**config.mk**
```make
export PLATFORM = sky130hd
export DESIGN_NAME = guarded_watchdog_timer
export DESIGN_NICKNAME = d
export VERILOG_FILES = /design/src/core/wd_pkg.sv /design/src/core/guarded_watchdog_timer.sv
export VERILOG_INCLUDE_DIRS = /design/src /design/src/core
export SDC_FILE = /design/constraint.sdc
export NUM_CORES = 1
export LEC_CHECK = 0
export BUFFER_PORTS_ARGS = -buffer_cell sky130_fd_sc_hd__buf_2
export CORE_MARGIN = 2
export CORE_UTILIZATION = 25
export CTS_CLUSTER_SIZE = 40
export DETAILED_ROUTE_END_ITERATION = 16
export PLACE_DENSITY = 0.42
export REMOVE_ABC_BUFFERS = 1
export SLEW_MARGIN = 20
export SYNTH_ARGS = -nofsm -noshare
export SYNTH_HDL_FRONTEND = slang
export SYNTH_SLANG_ARGS = --single-unit
```
**constraint.sdc**
```tcl
create_clock -name clock -period 4.5 [get_ports clock]
set_input_delay 0.675 -clock clock [delete_from_list [all_inputs] [get_ports clock]]
set_output_delay 0.675 -clock clock [all_outputs]
set_load 0.1 [all_outputs]
```
**src/core/wd_cfg.svh**
```systemverilog
`ifndef WD_CFG_SVH
`define WD_CFG_SVH
// register byte addresses on the plain register port
`define WD_ADDR_W 2
`define WD_OFF_CTRL 2'h0
`define WD_OFF_COUNT 2'h1
`define WD_OFF_CLKSEL 2'h2
// control/status field positions
`define WD_B_CNT_GUARD 7
`define WD_B_CNT_WE 6
`define WD_B_MST_GUARD 5
`define WD_B_MST_WE 4
`define WD_B_RUN_GUARD 3
`define WD_B_RUN 2
`define WD_B_FLAG_GUARD 1
`define WD_B_FLAG 0
// reset values, reserved read value and full count
`define WD_COUNT_RST 8'h00
`define WD_CLKSEL_RST 4'h0f
`define WD_CLKSEL_RSVD 4'h0f
`define WD_COUNT_MAX 8'hff
// prescaler: first tap divides by 64, last by 8192
`define WD_PRE_W 13
`define WD_TAP_BASE 6
// internal reset length in oscillator cycles
`define WD_RST_OSC_CYCLES 512
`define WD_RST_CNT_W 10
`endif

```
**src/core/wd_pkg.sv**
```systemverilog
`include "wd_cfg.svh"
package wd_pkg;
  // one register port access, as it arrives from software
  typedef struct packed {
    logic [`WD_ADDR_W-1:0] addr;
    logic [7:0] wdata;
    logic wr;
    logic rd;
  } reg_req_t;
  // internal reset pulse sequencer
  typedef enum logic [0:0] {
    RST_IDLE = 1'b0,
    RST_HOLD = 1'b1
  } rst_state_t;
endpackage : wd_pkg

```
**src/core/guarded_watchdog_timer.sv**
```systemverilog
// Functional notes
// - 8-bit up-counter; rolling FF to 00 raises internal reset and sets flag.
// - counter holds zero after reset.
// - counter write enable changes only when its guard bit 7 is written 0.
// - guard bits 7, 5, 3, 1 always read back as one.
// - counter writes accepted only while counter write enable is one.
// - master write enable changes only when its guard bit 5 is written 0.
// - run enable and flag writable only while master write enable is one.
// - counter increments per selected tick while running, holds otherwise.
// - run enable set or cleared by guarded write; cleared by pin reset.
// - run enable written only with bit 3 guard written zero.
// - overflow flag set whenever the counter overflows.
// - flag cleared by pin reset or guarded zero write under master enable.
// - flag written only with bit 1 guard written zero.
// - select codes 1000-1111 pick clock/64 to /8192; 0xxx picks oscillator.
// - clock select bits 7 to 4 reserved, unwritable, read as one.
// - presetting the counter gives 1 to 256 ticks until overflow.
// - oscillator source keeps counting in every chip operating mode.
// - internal reset stays asserted for 512 oscillator cycles.
// - written counter value becomes the count; counting continues from it.
//
// Local design decisions: the register offsets and the plain strobed port.
`timescale 1ns/100ps
`default_nettype none
`include "wd_cfg.svh"

module guarded_watchdog_timer #(
  parameter int RST_OSC_CYCLES = `WD_RST_OSC_CYCLES
) (
  input wire logic clock, // system clock, 20 MHz
  input wire logic rst_b, // external reset pin, async, low
  input wire wd_pkg::reg_req_t req, // register access from software
  input wire logic osc_clk, // internal oscillator level
  input wire logic standby, // chip in a low-power mode
  output logic [7:0] rdata, // read data, cycle after read strobe
  output logic internal_reset, // chip reset request, active high
  output logic count_running // run enable as seen by the counter
);

  ////////////////////////////////////////////////////////////////////////
  // register state

  logic counter_write_enable_r;
  logic master_write_enable_r;
  logic run_enable_r;
  logic overflow_reset_flag_r;
  logic [7:0] wd_count_reg_r;
  logic [3:0] clk_sel_r;
  logic [`WD_PRE_W-1:0] pre_r;
  logic osc_q_r;
  logic [7:0] rdata_r;
  logic internal_reset_r;
  logic [`WD_RST_CNT_W-1:0] rst_cnt_r;
  wd_pkg::rst_state_t rst_state_r;
  wd_pkg::rst_state_t rst_state_nxt;

  ////////////////////////////////////////////////////////////////////////
  // helpers

  // true once every 2**(base+sel) clock cycles; no edge on a tap
  // switch, so changing the source never makes a spurious tick
  function automatic logic tap_hit(
    input logic [`WD_PRE_W-1:0] pre,
    input logic [2:0] sel
  );
    logic [`WD_PRE_W-1:0] mask;
    mask = `WD_PRE_W'((1 << (`WD_TAP_BASE + int'(sel))) - 1);
    tap_hit = ((pre & mask) == mask);
  endfunction : tap_hit

  // read image of the control/status register
  function automatic logic [7:0] ctrl_image(
    input logic cwe,
    input logic mwe,
    input logic run,
    input logic flag
  );
    ctrl_image = 8'hff; // guard positions stay one
    ctrl_image[`WD_B_CNT_WE] = cwe;
    ctrl_image[`WD_B_MST_WE] = mwe;
    ctrl_image[`WD_B_RUN] = run;
    ctrl_image[`WD_B_FLAG] = flag;
  endfunction : ctrl_image

  ////////////////////////////////////////////////////////////////////////
  // access decode

  logic wr_ctrl;
  logic wr_count;
  logic wr_clksel;
  logic ctrl_guarded_ok;

  always_comb begin
    wr_ctrl = 1'b0;
    wr_count = 1'b0;
    wr_clksel = 1'b0;
    if (req.wr && req.addr == `WD_OFF_CTRL) begin
      wr_ctrl = 1'b1;
    end else if (req.wr && req.addr == `WD_OFF_COUNT) begin
      wr_count = counter_write_enable_r;
    end else if (req.wr && req.addr == `WD_OFF_CLKSEL) begin
      wr_clksel = 1'b1;
    end
  end

  // the master enable in force before this write gates the lower bits
  assign ctrl_guarded_ok = wr_ctrl && master_write_enable_r;

  ////////////////////////////////////////////////////////////////////////
  // tick generation

  logic osc_rise;
  logic sys_tick;
  logic sel_tick;

  // inputs are synchronous, so one flop suffices for the edge
  assign osc_rise = osc_clk && !osc_q_r;

  // divided system clocks stop in standby; the oscillator never does
  assign sys_tick = tap_hit(pre_r, clk_sel_r[2:0]) && !standby;

  // top select bit low picks the oscillator
  assign sel_tick = clk_sel_r[3] ? sys_tick : osc_rise;

  always_ff @(posedge clock or negedge rst_b) begin
    if (!rst_b) begin
      pre_r <= '0;
      osc_q_r <= 1'b0;
    end else begin
      pre_r <= pre_r + `WD_PRE_W'(1);
      osc_q_r <= osc_clk;
    end
  end

  ////////////////////////////////////////////////////////////////////////
  // counter

  logic overflow;

  // overflow on the tick that leaves FF; a counter write in the same
  // cycle wins, so a late kick still rescues the chip
  assign overflow = sel_tick && run_enable_r && !wr_count &&
                    (wd_count_reg_r == `WD_COUNT_MAX);

  always_ff @(posedge clock or negedge rst_b) begin
    if (!rst_b) begin
      wd_count_reg_r <= `WD_COUNT_RST;
    end else if (wr_count) begin
      wd_count_reg_r <= req.wdata;
    end else if (sel_tick && run_enable_r) begin
      wd_count_reg_r <= wd_count_reg_r + 8'h01;
    end
  end

  ////////////////////////////////////////////////////////////////////////
  // control/status bits

  // write enables carry their own guard bit in the same byte
  always_ff @(posedge clock or negedge rst_b) begin
    if (!rst_b) begin
      counter_write_enable_r <= 1'b0;
      master_write_enable_r <= 1'b0;
    end else if (wr_ctrl) begin
      if (!req.wdata[`WD_B_CNT_GUARD]) begin
        counter_write_enable_r <= req.wdata[`WD_B_CNT_WE];
      end
      if (!req.wdata[`WD_B_MST_GUARD]) begin
        master_write_enable_r <= req.wdata[`WD_B_MST_WE];
      end
    end
  end

  // starting the timer takes two writes: open the master, then run
  always_ff @(posedge clock or negedge rst_b) begin
    if (!rst_b) begin
      run_enable_r <= 1'b0;
    end else if (ctrl_guarded_ok && !req.wdata[`WD_B_RUN_GUARD]) begin
      run_enable_r <= req.wdata[`WD_B_RUN];
    end
  end

  // set wins over a clear in the same cycle; writing one does nothing
  always_ff @(posedge clock or negedge rst_b) begin
    if (!rst_b) begin
      overflow_reset_flag_r <= 1'b0;
    end else if (overflow) begin
      overflow_reset_flag_r <= 1'b1;
    end else if (ctrl_guarded_ok && !req.wdata[`WD_B_FLAG_GUARD] &&
                 !req.wdata[`WD_B_FLAG]) begin
      overflow_reset_flag_r <= 1'b0;
    end
  end

  // clock select; the upper nibble has no storage at all
  always_ff @(posedge clock or negedge rst_b) begin
    if (!rst_b) begin
      clk_sel_r <= `WD_CLKSEL_RST;
    end else if (wr_clksel) begin
      clk_sel_r <= req.wdata[3:0];
    end
  end

  ////////////////////////////////////////////////////////////////////////
  // internal reset sequencer

  // the pulse is timed on oscillator edges so it has a fixed length
  // whatever prescaler tap was chosen
  always_comb begin
    rst_state_nxt = rst_state_r;
    case (rst_state_r)
      wd_pkg::RST_IDLE: begin
        if (overflow) begin
          rst_state_nxt = wd_pkg::RST_HOLD;
        end
      end
      wd_pkg::RST_HOLD: begin
        if (!overflow && osc_rise &&
            rst_cnt_r == `WD_RST_CNT_W'(RST_OSC_CYCLES - 1)) begin
          rst_state_nxt = wd_pkg::RST_IDLE;
        end
      end
      default: begin
        rst_state_nxt = wd_pkg::RST_IDLE;
      end
    endcase
  end

  always_ff @(posedge clock or negedge rst_b) begin
    if (!rst_b) begin
      rst_state_r <= wd_pkg::RST_IDLE;
      internal_reset_r <= 1'b0;
    end else begin
      rst_state_r <= rst_state_nxt;
      internal_reset_r <= (rst_state_nxt == wd_pkg::RST_HOLD);
    end
  end

  // a fresh overflow during the pulse restarts its length
  always_ff @(posedge clock or negedge rst_b) begin
    if (!rst_b) begin
      rst_cnt_r <= '0;
    end else if (overflow || rst_state_r == wd_pkg::RST_IDLE) begin
      rst_cnt_r <= '0;
    end else if (osc_rise) begin
      rst_cnt_r <= rst_cnt_r + `WD_RST_CNT_W'(1);
    end
  end

  ////////////////////////////////////////////////////////////////////////
  // read port

  // data stand only in the cycle after the strobe, else zero
  always_ff @(posedge clock or negedge rst_b) begin
    if (!rst_b) begin
      rdata_r <= 8'h00;
    end else if (!req.rd) begin
      rdata_r <= 8'h00;
    end else if (req.addr == `WD_OFF_CTRL) begin
      rdata_r <= ctrl_image(counter_write_enable_r,
                            master_write_enable_r, run_enable_r,
                            overflow_reset_flag_r);
    end else if (req.addr == `WD_OFF_COUNT) begin
      rdata_r <= wd_count_reg_r;
    end else if (req.addr == `WD_OFF_CLKSEL) begin
      rdata_r <= {`WD_CLKSEL_RSVD, clk_sel_r};
    end else begin
      rdata_r <= 8'h00; // unmapped
    end
  end

  assign rdata = rdata_r;
  assign internal_reset = internal_reset_r;
  assign count_running = run_enable_r;

endmodule : guarded_watchdog_timer
`default_nettype wire

```
## Word-level counts from Yosys, hierarchy flattened

Cells that the tools add are included.
Widths: inputs -> output; s select.

- Bits in registers: 49
- Word-level logic and storage cells: 74
- Bits of input ports: 16
- Output and inout bits: 10

- $add $sub $neg: 5
- Equal/unequal tests: 5
- Bitwise operators: 4
- Shifts and indexed selects: 1
- Mux-type cells: 20
- Reductions and logical operators: 28

Operator list:

| operator | count |
|---|---|
| $mux 8 | 6 |
| $mux 10 | 2 |
| $logic_and 1x1->1 | 14 |
| $add 13x1->13 const B | 1 |
| $and 13x13->13 | 1 |
| $eq 13x13->1 | 1 |
| $shl 1x4->13 const A | 1 |
| $sub 13x2->13 const B | 1 |
| $mux 1 | 11 |
| $add 10x1->10 const B | 1 |
| $eq 10x9->1 const B | 1 |
| $add 8x1->8 const B | 1 |
| $eq 8x8->1 const B | 1 |
| $logic_not 1->1 | 7 |
| $reduce_bool 2->1 | 3 |
| $add 3x3->4 const A | 1 |
| $reduce_and 2->1 | 2 |
| $not 1->1 | 3 |
| $eq 2x1->1 const B | 1 |
| $eq 2x2->1 const B | 1 |
| $logic_not 2->1 | 1 |
| $pmux 1 s2 | 1 |
| $logic_or 1x1->1 | 1 |

## Logic depth before layout (Yosys ltp)

- Depth in word-level cells: 15
- Depth in mapped cells: 14
- Mapped depth without buffers: 11

## Least setup slack after synthesis

Ideal clock, no wire load.

- Kind: reg-to-reg
- From: register clk_sel_r[1]
- To: register rst_cnt_r[0]
- Library setup time: 119 ps
- Required time: 4381 ps
- Buffers on the path: 3
- Data arrival time: 3318 ps
- Slack: 1064 ps
- Clock period less this slack: 3436 ps
- Cell stages (with the launch flop): 15
- Cells stage by stage: dfstp_2 > buf_2 > inv_1 > ha_1 > buf_2 > nand4b_1 > ha_1 > o21bai_1 > or4_4 > a2111oi_4 > nand4_2 > a21oi_1 > a41o_1 > buf_4 > nor2_1

- Word-level cells in the longest chain between the ends: 12
- Elaborated cells on any way between the ends: 13
- Those cells by class: add/sub (2); eq/ne (1); shift (1); mux (2); bitwise (1); reduce/logical (6)

Ends and longest elaborated chain:

| element | line | text |
|---|---|---|
| from (decl) | guarded_watchdog_timer.sv:48 | `logic [3:0] clk_sel_r;` |
| from (signal assigned) | guarded_watchdog_timer.sv:197 | `` clk_sel_r <= `WD_CLKSEL_RST; `` |
| from (signal assigned) | guarded_watchdog_timer.sv:199 | `clk_sel_r <= req.wdata[3:0];` |
| $add 3x3->4 (no line) * | -- |  |
| $shl 1x4->13 * | guarded_watchdog_timer.sv:67 | `` mask = `WD_PRE_W'((1 << (`WD_TAP_BASE + int'(sel))) - 1); `` |
| $sub 13x2->13 * | guarded_watchdog_timer.sv:67 |  |
| $and 13x13->13 | guarded_watchdog_timer.sv:68 | `tap_hit = ((pre & mask) == mask);` |
| $eq 13x13->1 * | guarded_watchdog_timer.sv:68 |  |
| $logic_and 1x1->1 * | guarded_watchdog_timer.sv:120 | `assign sys_tick = tap_hit(pre_r, clk_sel_r[2:0]) && !standby;` |
| $mux 1 * | guarded_watchdog_timer.sv:123 | `assign sel_tick = clk_sel_r[3] ? sys_tick : osc_rise;` |
| $logic_and 1x1->1 * (3 in series) | guarded_watchdog_timer.sv:142 | `assign overflow = sel_tick && run_enable_r && !wr_count &&` |
| $logic_or 1x1->1 * | guarded_watchdog_timer.sv:242 | `end else if (overflow \|\| rst_state_r == wd_pkg::RST_IDLE) begin` |
| $mux 10 or $reduce_bool 2->1 (tied branches) | -- |  |
| to (signal assigned) | guarded_watchdog_timer.sv:245 | `` rst_cnt_r <= rst_cnt_r + `WD_RST_CNT_W'(1); `` |
| to (decl) | guarded_watchdog_timer.sv:53 | `` logic [`WD_RST_CNT_W-1:0] rst_cnt_r; `` |

Mark *: on every way between the ends. The rest lies on a longest branch, timed or not.
A chain may end at the register's enable or synchronous reset.

## Worst setup path after layout

- From: register clk_sel_r[1]
- To: register rst_cnt_r[9]

Same word-level chain as after synthesis.

==> flow_metrics.py <==
metrics = {
    "logic_synthesis": {
        "synth.yosys.seq_area_share_pct": 47.4,
        "synth_enable_flop_cells": 0,
        "async_flop_share_pct": 100,
        "syn_avg_cell_area_um2": 10.3,
        "yosysTopAreaCellShare_pct": 43.3,
        "synth_area_leader_cell": "sky130_fd_sc_hd__dfrtp_1",
        "postSynth.topFlopCell": "sky130_fd_sc_hd__dfrtp_1",
        "yosysUniqueCellTypes": 50,
        "yosysWarningCount": 0,
        "mappedNetlistArea_um2": 2600,
        "synth-seq-cells": 49,
        "ys_top_cells_by_area": "sky130_fd_sc_hd__dfrtp_1 (43%), sky130_fd_sc_hd__xnor2_1 (7.4%), sky130_fd_sc_hd__ha_1 (4.3%), sky130_fd_sc_hd__dfstp_2 (4.0%), sky130_fd_sc_hd__nor2_1 (3.8%)",
        "synth_cells": 253,
    },
    "critical_path": {
        "worst_setup_path_end_kind": "flop",
        "rrSetupSlack_ps": 560,
        "critical-path-max-stage-delay_ps": 710,
        "critical_path.most_common_cell": "sky130_fd_sc_hd__ha_1",
        "path_buf_inv": 1,
        "startpoint_type": "flop",
        "timing.critical_path.cells": "inv_1, ha_1, nand4b_1, ha_1, o21bai_1, or4_4, a2111oi_4, nand4_2, a21oi_1, a41o_1, nor2_1",
        "critical_path.slowest_cell": "sky130_fd_sc_hd__dfstp_2",
        "worst-r2r-cell-count": 11,
        "critPathTopFamily": "compound AO/OA/AOI/OAI gates",
        "critPathRequiredTime_ps": 4680,
        "path_max_fanout": 17,
        "logic_depth_of_the_worst_path_buffers_included": 11,
        "worst-endpoint-arrival_ps": 4120,
        "setup.worst_path.class": "reg -> reg",
    },
    "final_layout": {
        "post_route_cells_drive_above_1_share_pct": 17.3,
        "finalCoreUtilization_pct": 29.1,
        "layout.cells.most_common": "sky130_fd_sc_hd__dfrtp_1",
        "insertedDiodeCount": 0,
        "syn_to_final_growth_pct": 14.4,
        "layout.cells.most_common_list": "sky130_fd_sc_hd__dfrtp_1 (45), sky130_fd_sc_hd__nor2_1 (26), sky130_fd_sc_hd__buf_2 (25)",
        "final_nets": 302,
        "regArea_um2": 1230,
        "num-fill-cells": 1093,
        "multi_input_gate_area_in_the_final_layout_um2": 1310,
    },
    "routing": {
        "drt_pass1_iterations": 6,
        "drt_wl_total_mm": 5.49,
        "detail_route.wl_per_cell_um": 13.3,
        "initialDrtViolationCount": 126,
        "avgViaCountPerCell": 4.42,
        "antenna_violating_nets_post_route": 0,
        "route.vias.total": 1830,
        "drcViolationCount": 0,
    },
    "timing": {
        "hold_viol_final": 0,
        "final.setup_skew_ps": 10.7,
        "unrepaired_setup_endpoints_after_global_routing": "false",
        "max_freq_ghz": 0.254,
        "post-route-min-period_ps": 3940,
        "timing.setup.tns_ps": 0,
        "timing.final.ws_setup_ps": 560,
        "timing.max_slew.rel_slack_pct": 58.4,
        "finalMaxSlewViolations": 0,
        "post-route-period-util_pct": 87.6,
        "worst_pin_slew_ps": 623,
        "setup_violators_final": 0,
    },
    "clock_network": {
        "cts_max_path_buffers": 2,
        "cts_resized": 0,
        "clkSinkCount": 49,
        "cts_post_setup_buffers_inserted": 0,
        "cts-root-buf": "sky130_fd_sc_hd__clkbuf_8",
        "cts_made_buffers": 5,
        "clkSlewWorstSetupHoldPaths_ps": 90,
        "hold_fix_buffers_at_cts": 0,
        "count_of_h_tree_levels_built_during_cts": 2,
        "clk_latency_ps": 300,
        "cts_tree": "done",
    },
    "global_route": {
        "grt_pass1_vias": 1770,
        "globalRoute.totalOverflow": 0,
        "grt_start_max_net_pins": 50,
        "track_usage_pct": 10.4,
        "initial_antenna_violation_count": 0,
        "grt_pass1_wl_mm": 9.21,
    },
    "placement": {
        "post-place-ws_ps": 645,
        "dp_hpwl_mm": 3.97,
        "place.gp.congestion": 0.771,
        "io_buffers": 25,
    },
    "power_and_ir_drop": {
        "power.density_cell_area_nw_per_um2": 445,
        "power.leakage_nw": 1.31,
        "ir_drop_mv": 0.167,
    },
    "die": {
        "total_die_area_um2": 11200,
        "ios": 26,
        "rows": 37,
        "chipHeight_um": 106,
        "start_util_pct": 25.4,
        "dieWidth_um": 106,
        "core_um2": 10200,
    },
    "run_status": {
        "status": "completed",
    },
    "job": {
        "drv.max_cap_violation_count": 0,
    },
    "worst_hold_path": {
        "worstHoldPathType": "in -> async",
    },
}
[synth_stat cells, types with 2 or more instances]
master	count
sky130_fd_sc_hd__dfrtp_1	45
sky130_fd_sc_hd__nor2_1	26
sky130_fd_sc_hd__xnor2_1	22
sky130_fd_sc_hd__nand2_1	16
sky130_fd_sc_hd__a21oi_1	13
sky130_fd_sc_hd__nand3_1	13
sky130_fd_sc_hd__ha_1	9
sky130_fd_sc_hd__xor2_1	9
sky130_fd_sc_hd__and3_1	7
sky130_fd_sc_hd__nor2b_1	7
sky130_fd_sc_hd__o21ai_0	7
sky130_fd_sc_hd__inv_1	6
sky130_fd_sc_hd__mux2_2	6
sky130_fd_sc_hd__and2_1	5
sky130_fd_sc_hd__clkbuf_1	5
sky130_fd_sc_hd__nand2b_1	5
sky130_fd_sc_hd__a211oi_1	4
sky130_fd_sc_hd__dfstp_2	4
sky130_fd_sc_hd__mux2i_1	4
sky130_fd_sc_hd__a21boi_0	3
sky130_fd_sc_hd__nand4_1	3
sky130_fd_sc_hd__buf_2	2
sky130_fd_sc_hd__nor3_1	2
sky130_fd_sc_hd__nor4bb_1	2
sky130_fd_sc_hd__o21a_1	2
sky130_fd_sc_hd__o21bai_1	2
[sequential cells by signal, summed over array words and instances, names as in the netlist]
register                cells
pre_r                      13
rst_state_r                 1
counter_write_enable_r      1
master_write_enable_r       1
rdata                       8
overflow_reset_flag_r       1
osc_q_r                     1
clk_sel_r                   4
count_running               1
wd_count_reg_r              8
rst_cnt_r                  10
[area by class of cell]
class                   count  area share (%)
multi-input cells         189            43.9
flip-flops and latches     49            41.4
well taps                 136            5.72
repair buffers             26            4.46
clock buffers               6            2.44
clock inverters             2            1.30
inverters                   6           0.757
[path summary, 6_finish.rpt]
| check | from | to |
|---|---|---|
| worst max-delay path | clk_sel_r[1]$_DFFE_PN1P_ | rst_cnt_r[9]$_DFFE_PN0P_ |
| worst min-delay path | rst_b | pre_r[3]$_DFF_PN0_ |
| worst max register to register | clk_sel_r[1]$_DFFE_PN1P_ | rst_cnt_r[9]$_DFFE_PN0P_ |
| worst min register to register | pre_r[12]$_DFF_PN0_ | pre_r[12]$_DFF_PN0_ |
| max in group asynchronous | rst_b | rdata[2]$_DFF_PN0_ |
| min in group clock | pre_r[12]$_DFF_PN0_ | pre_r[12]$_DFF_PN0_ |
[power breakdown]
| part | switching, mW | total (mW) | internal (mW) |
|---|---|---|---|
| combinational | 0.231 | 0.383 | 0.152 |
| sequential | 0.0961 | 0.625 | 0.529 |
| clock | 0.147 | 0.314 | 0.167 |
[through the flow]
stage	std cells	hold WS, ps	total power [mW]	cell area (µm²)
global route	414	482	1.42	2970
CTS	414	482	1.34	2970
finish	414	469	1.32	2970
global placement	406	471	1.02	2860
floorplan	244	379	0.915	2560
detailed placement	406	468	1.02	2860
[metal layers]
metal  global-route usage [%]  up-vias  wire length (µm)
li1                         -      918                 -
met1                     15.3      884              2910
met2                     15.1       26              2400
met3                     2.02        2               112
met4                     3.67        0                62
met5                        0        -                 0
[kinds of logic after synthesis]
logic type / Yosys count / synth area share (%)
adder cells (fa/ha/maj): 9 / 4.33
XOR/XNOR: 31 / 10.4
AO/OA/AOI/OAI: 42 / 11.3
flip-flops: 49 / 47.4
buffers and inverters: 15 / 2.41
multiplexers: 10 / 4.14
AND/OR/NAND/NOR: 97 / 20.1
Note: power is estimated with default switching activity, not from simulation.
